==> config.mk <==
export PLATFORM = sky130hd
export DESIGN_NAME = spims_top
export DESIGN_NICKNAME = d
export VERILOG_FILES = /design/src/spims_pkg.sv /design/src/spims_top.sv /design/src/spims_fifo.sv /design/src/spims_engine.sv
export SDC_FILE = /design/constraint.sdc
export NUM_CORES = 1
export LEC_CHECK = 0
export BUFFER_PORTS_ARGS = -buffer_cell sky130_fd_sc_hd__buf_2
export CORE_MARGIN = 2
export CORE_UTILIZATION = 46
export DETAILED_ROUTE_END_ITERATION = 16
export GPL_TIMING_DRIVEN = 0
export HOLD_SLACK_MARGIN = 0.06
export MAX_ROUTING_LAYER = met4
export SETUP_SLACK_MARGIN = 0.3
export SYNTH_ARGS = -nofsm -noshare
export SYNTH_HDL_FRONTEND = slang
export SYNTH_HIERARCHICAL = 1
export SYNTH_SLANG_ARGS = --single-unit
==> constraint.sdc <==
create_clock -name CLK -period 2.8 [get_ports CLK]
set_input_delay 0.14 -clock CLK [delete_from_list [all_inputs] [get_ports CLK]]
set_output_delay 0.14 -clock CLK [all_outputs]
set_load 0.03 [all_outputs]
==> src/spims_pkg.sv <==
// Shared constants and types for the SPI master status and interrupt block
package spims_pkg;

  // ********************************
  // Timing
  // ********************************
  localparam int unsigned CLK_PERIOD_NS = 100;
  localparam int unsigned HALF_BIT_NS   = 500;
  // Least time rounds up, never below one cycle
  localparam int unsigned HALF_BIT_CYC  =
    ((HALF_BIT_NS + CLK_PERIOD_NS - 1) / CLK_PERIOD_NS) < 1 ? 1 :
    ((HALF_BIT_NS + CLK_PERIOD_NS - 1) / CLK_PERIOD_NS);

  // ********************************
  // Register map
  // ********************************
  localparam logic [7:0] OFS_CTRL    = 8'h00;
  localparam logic [7:0] OFS_TX_STS  = 8'h04;
  localparam logic [7:0] OFS_RX_STS  = 8'h08;
  localparam logic [7:0] OFS_TX_MASK = 8'h0c;
  localparam logic [7:0] OFS_RX_MASK = 8'h10;
  localparam logic [7:0] OFS_TX_DATA = 8'h14;
  localparam logic [7:0] OFS_RX_DATA = 8'h18;

  // Control fields
  localparam int unsigned CTRL_RUN_BIT   = 0;
  localparam int unsigned CTRL_TXIEN_BIT = 1;
  localparam int unsigned CTRL_RXIEN_BIT = 2;
  localparam int unsigned CTRL_WIDE_BIT  = 3;
  localparam logic [3:0]  CTRL_RST       = 4'h0;

  // Transmit status fields
  localparam int unsigned TX_DONE_BIT     = 0;
  localparam int unsigned TX_EMPTY_BIT    = 1;
  localparam int unsigned TX_SPACE_BIT    = 2;
  localparam int unsigned TX_COMPLETE_BIT = 3;
  localparam int unsigned TX_IDLE_BIT     = 4;
  localparam int unsigned TX_STS_W        = 5;

  // Receive status fields
  localparam int unsigned RX_FULL_BIT = 0;
  localparam int unsigned RX_DATA_BIT = 1;
  localparam int unsigned RX_OVER_BIT = 2;
  localparam int unsigned RX_STS_W    = 3;

  localparam logic [4:0] TX_STS_RST  = 5'h00;
  localparam logic [2:0] RX_STS_RST  = 3'h0;
  localparam logic [4:0] TX_MASK_RST = 5'h00;
  localparam logic [2:0] RX_MASK_RST = 3'h0;

  // ********************************
  // Types
  // ********************************
  typedef struct packed {
    logic sclk;
    logic mosi;
    logic ss_n;
  } spims_pins_t;

  typedef struct packed {
    logic        run;
    logic        tx_irq_en;
    logic        rx_irq_en;
    logic        wide;
  } spims_ctrl_t;

endpackage

==> src/spims_top.sv <==
// SPI master status, interrupt and queue bookkeeping with APB registers
//
// Operation
// [RULE1] Transmit status holds five flags
// [RULE2] Transmit mask gates flags onto transmit interrupt
// [RULE3] Receive status holds three flags
// [RULE4] Receive mask gates flags onto receive interrupt
// [RULE5] Transmit status read clears sticky flags
// [RULE6] Receive status read clears sticky flags
// [RULE7] Separate enables force interrupt outputs low
// [RULE8] Stop halts bit clock and interrupts
// [RULE9] Words sent strictly in write order
// [RULE10] Empty receive read undefined; check first
// [RULE11] Transmit queue four words, empty/space/full
// [RULE12] Data path eight or sixteen bits
// [RULE13] Overrun flagged, word dropped when full
// [RULE14] Word complete each word; done when drained
`timescale 1ns/1ns
module spims_top
  import spims_pkg::*;
#(
  parameter int unsigned TX_DEPTH = 4,
  parameter int unsigned RX_DEPTH = 4,
  parameter int unsigned HALF_CYC = HALF_BIT_CYC
) (
  input  wire logic        CLK,
  input  wire logic        RST,
  input  wire logic        PSEL,
  input  wire logic        PENABLE,
  input  wire logic        PWRITE,
  input  wire logic [7:0]  PADDR,
  input  wire logic [31:0] PWDATA,
  output      logic [31:0] PRDATA,
  output      logic        PREADY,
  output      logic        PSLVERR,
  input  wire logic        MISO,
  output      logic        SCLK,
  output      logic        MOSI,
  output      logic        SS_N,
  output      logic        TX_IRQ,
  output      logic        RX_IRQ
);
  localparam int unsigned TCW = $clog2(TX_DEPTH+1);
  localparam int unsigned RCW = $clog2(RX_DEPTH+1);

  // ********************************
  // State
  // ********************************
  typedef struct packed {
    spims_ctrl_t           ctrl;
    logic [TX_STS_W-1:0]   tx_sts;
    logic [RX_STS_W-1:0]   rx_sts;
    logic [TX_STS_W-1:0]   tx_mask;
    logic [RX_STS_W-1:0]   rx_mask;
    logic [31:0]           rdata;
    logic                  err;
    logic                  miso_meta;
    logic                  miso_sync;
  } spims_top_st_t;

  spims_top_st_t st_reg;
  spims_top_st_t st_next;

  logic              setup;
  logic              access;
  logic              wr;
  logic              rd;
  logic              mapped;
  logic              tx_push;
  logic              tx_pop;
  logic              rx_pop;
  logic [15:0]       tx_head;
  logic [15:0]       rx_head;
  logic [TCW-1:0]    tx_cnt;
  logic [RCW-1:0]    rx_cnt;
  logic              word_done;
  logic [15:0]       rx_word;
  logic              eng_idle;
  logic              rx_push;
  logic              tx_empty;
  logic              tx_full;
  logic              rx_full;
  logic [TX_STS_W-1:0] tx_set;
  logic [RX_STS_W-1:0] rx_set;
  spims_pins_t       pins;

  // ********************************
  // Queues
  // ********************************
  // [RULE11] Four word transmit queue
  spims_fifo #(
    .W     (16),
    .DEPTH (TX_DEPTH)
  ) u_txq (
    .clk   (CLK),
    .rst   (RST),
    .push  (tx_push),
    .wdata (PWDATA[15:0]),
    .pop   (tx_pop),
    .head  (tx_head),
    .count (tx_cnt)
  );

  spims_fifo #(
    .W     (16),
    .DEPTH (RX_DEPTH)
  ) u_rxq (
    .clk   (CLK),
    .rst   (RST),
    .push  (rx_push),
    .wdata (rx_word),
    .pop   (rx_pop),
    .head  (rx_head),
    .count (rx_cnt)
  );

  spims_engine #(
    .HALF_CYC (HALF_CYC)
  ) u_eng (
    .clk       (CLK),
    .rst       (RST),
    .run       (st_reg.ctrl.run),
    .wide      (st_reg.ctrl.wide),
    .have_word (!tx_empty),
    .tx_word   (tx_head),
    .miso_s    (st_reg.miso_sync),
    .tx_pop    (tx_pop),
    .word_done (word_done),
    .rx_word   (rx_word),
    .idle      (eng_idle),
    .pins      (pins)
  );

  assign tx_empty = (tx_cnt == '0);
  assign tx_full  = (tx_cnt == TCW'(TX_DEPTH));
  assign rx_full  = (rx_cnt == RCW'(RX_DEPTH));

  // ********************************
  // Bus decode
  // ********************************
  assign setup  = PSEL && !PENABLE;
  assign access = PSEL && PENABLE;
  assign wr     = access && PWRITE && !st_reg.err;
  assign rd     = access && !PWRITE && !st_reg.err;
  assign PREADY = 1'b1;
  assign PSLVERR = access && st_reg.err;
  assign PRDATA = st_reg.rdata;

  always_comb begin
    case (PADDR)
      OFS_CTRL, OFS_TX_STS, OFS_RX_STS, OFS_TX_MASK,
      OFS_RX_MASK, OFS_TX_DATA, OFS_RX_DATA: mapped = 1'b1;
      default: mapped = 1'b0;
    endcase
  end

  // Refused write on a full queue drops the word
  assign tx_push = wr && (PADDR == OFS_TX_DATA) && !tx_full;
  // [RULE10] Empty read pops nothing
  assign rx_pop  = rd && (PADDR == OFS_RX_DATA);
  // [RULE13] Drop word when full
  assign rx_push = word_done && !rx_full;

  // Status sources
  always_comb begin
    tx_set = '0;
    rx_set = '0;
    // [RULE1] Transmit flag sources
    tx_set[TX_EMPTY_BIT]    = tx_empty;
    tx_set[TX_SPACE_BIT]    = !tx_full;
    tx_set[TX_IDLE_BIT]     = eng_idle;
    tx_set[TX_COMPLETE_BIT] = word_done;
    // [RULE14] Done when queue drained
    tx_set[TX_DONE_BIT]     = word_done && tx_empty;
    // [RULE3] Receive flag sources
    rx_set[RX_FULL_BIT]     = rx_full;
    rx_set[RX_DATA_BIT]     = (rx_cnt != '0);
    // [RULE13] Overrun on full queue
    rx_set[RX_OVER_BIT]     = word_done && rx_full;
  end

  // ********************************
  // Next state
  // ********************************
  always_comb begin
    st_next           = st_reg;
    st_next.miso_meta = MISO;
    st_next.miso_sync = st_reg.miso_meta;
    if (setup) begin
      st_next.err   = !mapped ||
                      (PWRITE && (PADDR == OFS_TX_DATA) && tx_full);
      st_next.rdata = '0;
      case (PADDR)
        OFS_CTRL: begin
          st_next.rdata[CTRL_RUN_BIT]   = st_reg.ctrl.run;
          st_next.rdata[CTRL_TXIEN_BIT] = st_reg.ctrl.tx_irq_en;
          st_next.rdata[CTRL_RXIEN_BIT] = st_reg.ctrl.rx_irq_en;
          st_next.rdata[CTRL_WIDE_BIT]  = st_reg.ctrl.wide;
        end
        OFS_TX_STS:  st_next.rdata[TX_STS_W-1:0] = st_reg.tx_sts;
        OFS_RX_STS:  st_next.rdata[RX_STS_W-1:0] = st_reg.rx_sts;
        OFS_TX_MASK: st_next.rdata[TX_STS_W-1:0] = st_reg.tx_mask;
        OFS_RX_MASK: st_next.rdata[RX_STS_W-1:0] = st_reg.rx_mask;
        OFS_RX_DATA: st_next.rdata[15:0] = rx_head;
        default:     st_next.rdata = '0;
      endcase
    end
    if (wr) begin
      case (PADDR)
        OFS_CTRL: begin
          // [RULE8] Run bit stops engine
          st_next.ctrl.run       = PWDATA[CTRL_RUN_BIT];
          // [RULE7] Per direction enables
          st_next.ctrl.tx_irq_en = PWDATA[CTRL_TXIEN_BIT];
          st_next.ctrl.rx_irq_en = PWDATA[CTRL_RXIEN_BIT];
          st_next.ctrl.wide      = PWDATA[CTRL_WIDE_BIT];
        end
        OFS_TX_MASK: st_next.tx_mask = PWDATA[TX_STS_W-1:0];
        OFS_RX_MASK: st_next.rx_mask = PWDATA[RX_STS_W-1:0];
        default: ;
      endcase
    end
    // [RULE5] Read or data write clears
    if ((rd && (PADDR == OFS_TX_STS)) || (wr && (PADDR == OFS_TX_DATA))) begin
      st_next.tx_sts = '0;
    end
    // [RULE6] Read clears receive flags
    if (rd && (PADDR == OFS_RX_STS)) begin
      st_next.rx_sts = '0;
    end
    // Set wins over a same-cycle clear
    st_next.tx_sts = st_next.tx_sts | tx_set;
    st_next.rx_sts = st_next.rx_sts | rx_set;
  end

  always_ff @(posedge CLK or posedge RST) begin
    if (RST) begin
      st_reg         <= '0;
      st_reg.ctrl    <= spims_ctrl_t'(CTRL_RST);
      st_reg.tx_sts  <= TX_STS_RST;
      st_reg.rx_sts  <= RX_STS_RST;
      st_reg.tx_mask <= TX_MASK_RST;
      st_reg.rx_mask <= RX_MASK_RST;
    end else begin
      st_reg <= st_next;
    end
  end

  // ********************************
  // Outputs
  // ********************************
  // [RULE2] Masked transmit interrupt
  // [RULE7] Enable and run gate it
  assign TX_IRQ = st_reg.ctrl.run && st_reg.ctrl.tx_irq_en &&
                  |(st_reg.tx_sts & st_reg.tx_mask);
  // [RULE4] Masked receive interrupt
  // [RULE8] Stop silences interrupts
  assign RX_IRQ = st_reg.ctrl.run && st_reg.ctrl.rx_irq_en &&
                  |(st_reg.rx_sts & st_reg.rx_mask);

  assign SCLK = pins.sclk;
  assign MOSI = pins.mosi;
  assign SS_N = pins.ss_n;
endmodule

==> src/spims_fifo.sv <==
// Small queue memory with registered head word
`timescale 1ns/1ns
module spims_fifo
  import spims_pkg::*;
#(
  parameter int unsigned W     = 16,
  parameter int unsigned DEPTH = 4
) (
  input  wire logic                       clk,
  input  wire logic                       rst,
  input  wire logic                       push,
  input  wire logic [W-1:0]               wdata,
  input  wire logic                       pop,
  output      logic [W-1:0]               head,
  output      logic [$clog2(DEPTH+1)-1:0] count
);
  localparam int unsigned PW = (DEPTH > 1) ? $clog2(DEPTH) : 1;
  localparam int unsigned CW = $clog2(DEPTH+1);

  typedef struct packed {
    logic [DEPTH-1:0][W-1:0] mem;
    logic [PW-1:0]           wp;
    logic [PW-1:0]           rp;
    logic [CW-1:0]           cnt;
    logic [W-1:0]            head;
  } spims_fifo_st_t;

  spims_fifo_st_t st_reg;
  spims_fifo_st_t st_next;

  logic do_push;
  logic do_pop;

  // ********************************
  // Next state
  // ********************************
  always_comb begin
    st_next = st_reg;
    // Refused pushes and pops leave the queue untouched
    do_push = push && (st_reg.cnt != CW'(DEPTH));
    do_pop  = pop && (st_reg.cnt != '0);
    if (do_push) begin
      st_next.mem[st_reg.wp] = wdata;
      st_next.wp = (st_reg.wp == PW'(DEPTH-1)) ? '0 : st_reg.wp + 1'b1;
    end
    if (do_pop) begin
      st_next.rp = (st_reg.rp == PW'(DEPTH-1)) ? '0 : st_reg.rp + 1'b1;
    end
    if (do_push && !do_pop) begin
      st_next.cnt = st_reg.cnt + 1'b1;
    end else if (do_pop && !do_push) begin
      st_next.cnt = st_reg.cnt - 1'b1;
    end
    // Head tracks the next read slot so readers see it from a flop
    st_next.head = st_next.mem[st_next.rp];
  end

  always_ff @(posedge clk or posedge rst) begin
    if (rst) begin
      st_reg <= '0;
    end else begin
      st_reg <= st_next;
    end
  end

  assign head  = st_reg.head;
  assign count = st_reg.cnt;
endmodule

==> src/spims_engine.sv <==
// Serial shifter: mode 0, MSB first, 8 or 16 bit words
`timescale 1ns/1ns
module spims_engine
  import spims_pkg::*;
#(
  parameter int unsigned HALF_CYC = HALF_BIT_CYC
) (
  input  wire logic        clk,
  input  wire logic        rst,
  input  wire logic        run,
  input  wire logic        wide,
  input  wire logic        have_word,
  input  wire logic [15:0] tx_word,
  input  wire logic        miso_s,
  output      logic        tx_pop,
  output      logic        word_done,
  output      logic [15:0] rx_word,
  output      logic        idle,
  output      spims_pins_t pins
);
  localparam int unsigned DW = (HALF_CYC > 1) ? $clog2(HALF_CYC) : 1;

  typedef enum logic {S_IDLE, S_SHIFT} spims_eng_state_t;

  typedef struct packed {
    spims_eng_state_t state;
    logic [DW-1:0]    div;
    logic [3:0]       bits;
    logic [15:0]      tx_sh;
    logic [15:0]      rx_sh;
    logic             sclk;
    logic             ss_n;
    logic             done;
  } spims_eng_st_t;

  spims_eng_st_t st_reg;
  spims_eng_st_t st_next;

  logic tick;

  always_comb begin
    st_next      = st_reg;
    st_next.done = 1'b0;
    tx_pop       = 1'b0;
    // Bit-rate divider stalls while stopped
    tick = run && (st_reg.div == DW'(HALF_CYC-1));
    if (run) begin
      st_next.div = tick ? '0 : st_reg.div + 1'b1;
    end
    case (st_reg.state)
      S_IDLE: begin
        st_next.ss_n = 1'b1;
        // [RULE9] Strict queue order
        if (run && have_word) begin
          tx_pop        = 1'b1;
          st_next.tx_sh = wide ? tx_word : {tx_word[7:0], 8'h00};
          st_next.bits  = wide ? 4'hf : 4'h7;
          st_next.div   = '0;
          st_next.ss_n  = 1'b0;
          st_next.state = S_SHIFT;
        end
      end
      S_SHIFT: begin
        if (tick && !st_reg.sclk) begin
          st_next.sclk  = 1'b1;
          st_next.rx_sh = {st_reg.rx_sh[14:0], miso_s};
        end else if (tick) begin
          st_next.sclk = 1'b0;
          if (st_reg.bits == 4'h0) begin
            // [RULE14] Word end pulse
            st_next.done  = 1'b1;
            st_next.ss_n  = 1'b1;
            st_next.state = S_IDLE;
          end else begin
            st_next.tx_sh = {st_reg.tx_sh[14:0], 1'b0};
            st_next.bits  = st_reg.bits - 1'b1;
          end
        end
      end
      default: begin
        st_next.state = S_IDLE;
      end
    endcase
  end

  always_ff @(posedge clk or posedge rst) begin
    if (rst) begin
      st_reg       <= '0;
      st_reg.ss_n  <= 1'b1;
      st_reg.state <= S_IDLE;
    end else begin
      st_reg <= st_next;
    end
  end

  // [RULE12] Word width follows mode
  assign rx_word   = wide ? st_reg.rx_sh : {8'h00, st_reg.rx_sh[7:0]};
  assign word_done = st_reg.done;
  assign idle      = (st_reg.state == S_IDLE);
  assign pins.sclk = st_reg.sclk;
  assign pins.mosi = st_reg.tx_sh[15];
  assign pins.ss_n = st_reg.ss_n;
endmodule

==> metrics.md <==
| Metric | Value |
|---|---|
| Via density | 5.01 |
| Placed instance area | 13300 um^2 |
| Crit path kind | flop to flop |
| GPL Wtd Cong | 0.861 |
| DR pass1 iterations | 4 |
| Post-synth top area share | 0.513 |
| Vias | 6999 |
| Switch share | 0.212 |
| R2R Path Start | st_reg[2] |
| Critical path required time | 3.20 ns |
| Hold_sp | PADDR[6] |
| Starting Density | 0.466 |
| Clock sinks | 256 |
| Combinational Power Share | 0.040 |
| Footprint of the multi-input gates | 5110 um^2 |
| Slowest CP cell | dfrtp_1 |
| Slew HR | 0.461 |
| CP top delay family | compound AO/OA/AOI/OAI gates |
| Storage element area | 6410 um^2 |
| Peak supply drop | 0.374 mV |
| All-Layer GR Usage | 0.181 |
| Layout fillers | 2225 |
| Initial antenna violation count | 1 |
| YS warnings | 6 |
| CTS tree | built |
| Final Cycle Share | 0.850 |
| NetSw | 1.69 mW |
| Cell internal pwr | 6.30 mW |
| Post-route ant nets | 0 |
| Die area | 28400 um^2 |
| Yosys cell types | 64 |
| Clk_skew | 0.0108 ns |
| Largest fanout on the critical path | 10 |
| Die width | 168 um |
| Final WL | 24400 um |
| Status | complete, no violations |
| Layout cell share with drive strength beyond 1 | 0.417 |
| Grt total ovfl | 0 |
| Dpl hpwl | 16300 um |
| Fmax | 420 MHz |
| CTS max path bufs | 3 |
| Core Region | 26700 um^2 |
| Largest net degree at the start of global routing | 67 |
| Gate Count Post-Synth | 904 |
| Clk slew on worst S/H paths | 0.06 ns |
| Total CTS buffers | 28 |
| WL/cell | 17.5 um |
| IO Count | 85 |
| Pins over their slew limit | 0 |
| Leakage power | 7.86 nW |
| Syn_area_per_cell | 13.8 um^2 |
| Vias in the first global route | 7086 |
| H-tree Lvls | 1 |
| Post-synthesis sequential area ratio | 0.515 |
| Worst path cell trace | nor2_4 -> buf_4 -> and4b_1 -> o31ai_2 -> a21oi_2 -> buf_4 -> mux2i_1 -> mux2i_1 |
| Pwr Total | 7.99 mW |
| Max Cap Viol | 0 |
| Most frequent cell after synthesis | dfrtp_1 |
| PortBufs | 50 |
| First-pass GRT wire length | 39800 um |
| Setup-failing EPs final | 0 |
| Clock Latency Late Sink | 0.54 ns |
| Actual slew at the worst max-slew pin | 0.808 ns |
| P&R area growth vs syn | 17.9% |
| Element type at the critical path start | flop |
| Clock share of power | 0.495 |
| Crit path DAT | 2.78 ns |
| Number of synthesized flops with an enable pin | 0 |
| # rows | 60 |
| Hold crit path type | primary input to flop |
| Nets | 1100 |
| Predominant post-synthesis flop cell | dfrtp_1 |
| PwrDens | 545 nW/um^2 |
| Post-route cell area | 14700 um^2 |
| Worst setup EP type | flop |
| Crit path time final | 2.38 ns |
| Syn Std Cell Area | 12400 um^2 |
| Setup crit start | st_reg[2] |
| Die height | 168 um |
| DRT iter0 DRCs | 473 |
| CP peak stage delay | 0.41 ns |
| Sequential share of power | 0.465 |
| Top post-synthesis cells by area | dfrtp_1 (51%), mux2_4 (11%), mux2i_1 (8.7%) |
| Synth top cells by count | dfrtp_1 (255), mux2i_1 (108), mux2_2 (89) |
| N_diodes | 0 |
| Share of flip-flops with an asynchronous set or reset | 1.00 |
| DRC Markers | 0 |
| Cell taking the most area after synthesis | dfrtp_1 |
| RSZ-0062 raised after global routing | true |
| WP buf/inv | 2 |
| CTS Root Cell | clkbuf_16 |
| Synthesis-stage register bit count | 256 |
| Final Hold Viols | 0 |
## routing by layer
layer / vias up / global-route usage / wire length (um)
li1: 3363 / - / -
met1: 3483 / 0.274 / 12600
met2: 118 / 0.263 / 10500
met3: 35 / 0.0220 / 931
met4: 0 / 0.0412 / 406
met5: - / - / 0
## final timing paths
path,endpoint,slack (ns),depth (start not counted)
max,u_rxq/head[8],0.42,8
min,PRDATA[0],0.11,5
max reg2reg,u_rxq/head[8],0.42,8
min reg2reg,st_reg[0],0.42,0
max in group asynchronous,PRDATA[11],1.89,3
min in group asynchronous,u_rxq/st_reg[21],0.18,3
## cell usage in the layout, fill, tap and decap left out, types with 3 or more instances in the layout
cell type / instances
a22oi_1: 4
clkbuf_8: 5
buf_2: 52
dlygate4sd3_1: 22
ha_1: 14
nor2b_1: 3
inv_2: 4
nand2_1: 24
nand2b_1: 3
conb_1: 17
a22o_1: 23
xnor2_1: 4
nor2_1: 14
bufinv_16: 5
nand4_1: 6
mux2_2: 89
nand3_1: 5
a21o_1: 5
o21ai_0: 19
mux2i_1: 106
nand3b_1: 3
buf_4: 106
buf_6: 17
xor2_1: 4
dfrtp_1: 252
inv_1: 20
nor3_1: 5
clkbuf_16: 29
dfrtp_2: 3
clkbuf_1: 15
mux2_4: 88
and3_1: 11
clkinv_2: 4
a21oi_1: 7
and2_1: 9
## metrics by stage
step	TNS, ns	utilization	hold slack [ns]	worst slack [ns]	instances
floorplan	0	-	0.171	0.359	919
global placement	-140.69	0.493	0.253	-0.821	1310
detailed placement	-5.76	0.496	0.192	-0.477	1313
CTS	0	0.545	0.0763	0.290	1387
global route	0	0.549	0.119	0.291	1398
finish	0	0.549	0.108	0.421	1398
## power groups by stage
stage | sequential (mW) | clock [mW] | combinational [mW]
2_1_floorplan | 3.79 | 0 | 0.190
3_3_place_gp | 3.79 | 0 | 0.277
3_5_place_dp | 3.79 | 0 | 0.293
4_1_cts | 3.72 | 4.06 | 0.319
5_1_grt | 3.72 | 4.21 | 0.353
6_report | 3.72 | 3.96 | 0.319
## logic make-up (layout without fill, tap and decap cells)
family,Yosys count,in the layout,share of synthesized area
simple gates,105,105,0.0526
mux,286,286,0.275
flops,256,256,0.515
other cells,2,17,0.000603
xor+xnor,8,8,0.00563
buf+inv,152,290,0.0853
fa+ha+maj,17,17,0.0183
compound gates,78,78,0.0474
## timing repair
item / CTS / global route
setup buffers: 2 / 11
hold endpoints to repair: 290 / 0
gates resized for setup: 17 / 7
setup endpoints to repair: 67 / 28
hold buffers: 22 / 0
pin swaps: 1 / 4
## worst reg2reg max path: stages (launching register included)
cell and delay [ns]:
dfrtp_1 0.41, nor2_4 0.15, buf_4 0.15, and4b_1 0.23, o31ai_2 0.14, a21oi_2 0.38
buf_4 0.32, mux2i_1 0.12, mux2i_1 0.32
## cell type report
class                      instances  share of cell area
tap                              341              0.0291
multi-input combinational        511               0.348
sequential                       256               0.437
clock inverter                    10              0.0122
timing repair buffer              88              0.0438
clock buffer                      40              0.0557
inverter                          27             0.00759
buffer                           125              0.0661
No activity file was read; power rests on OpenSTA's default activity.
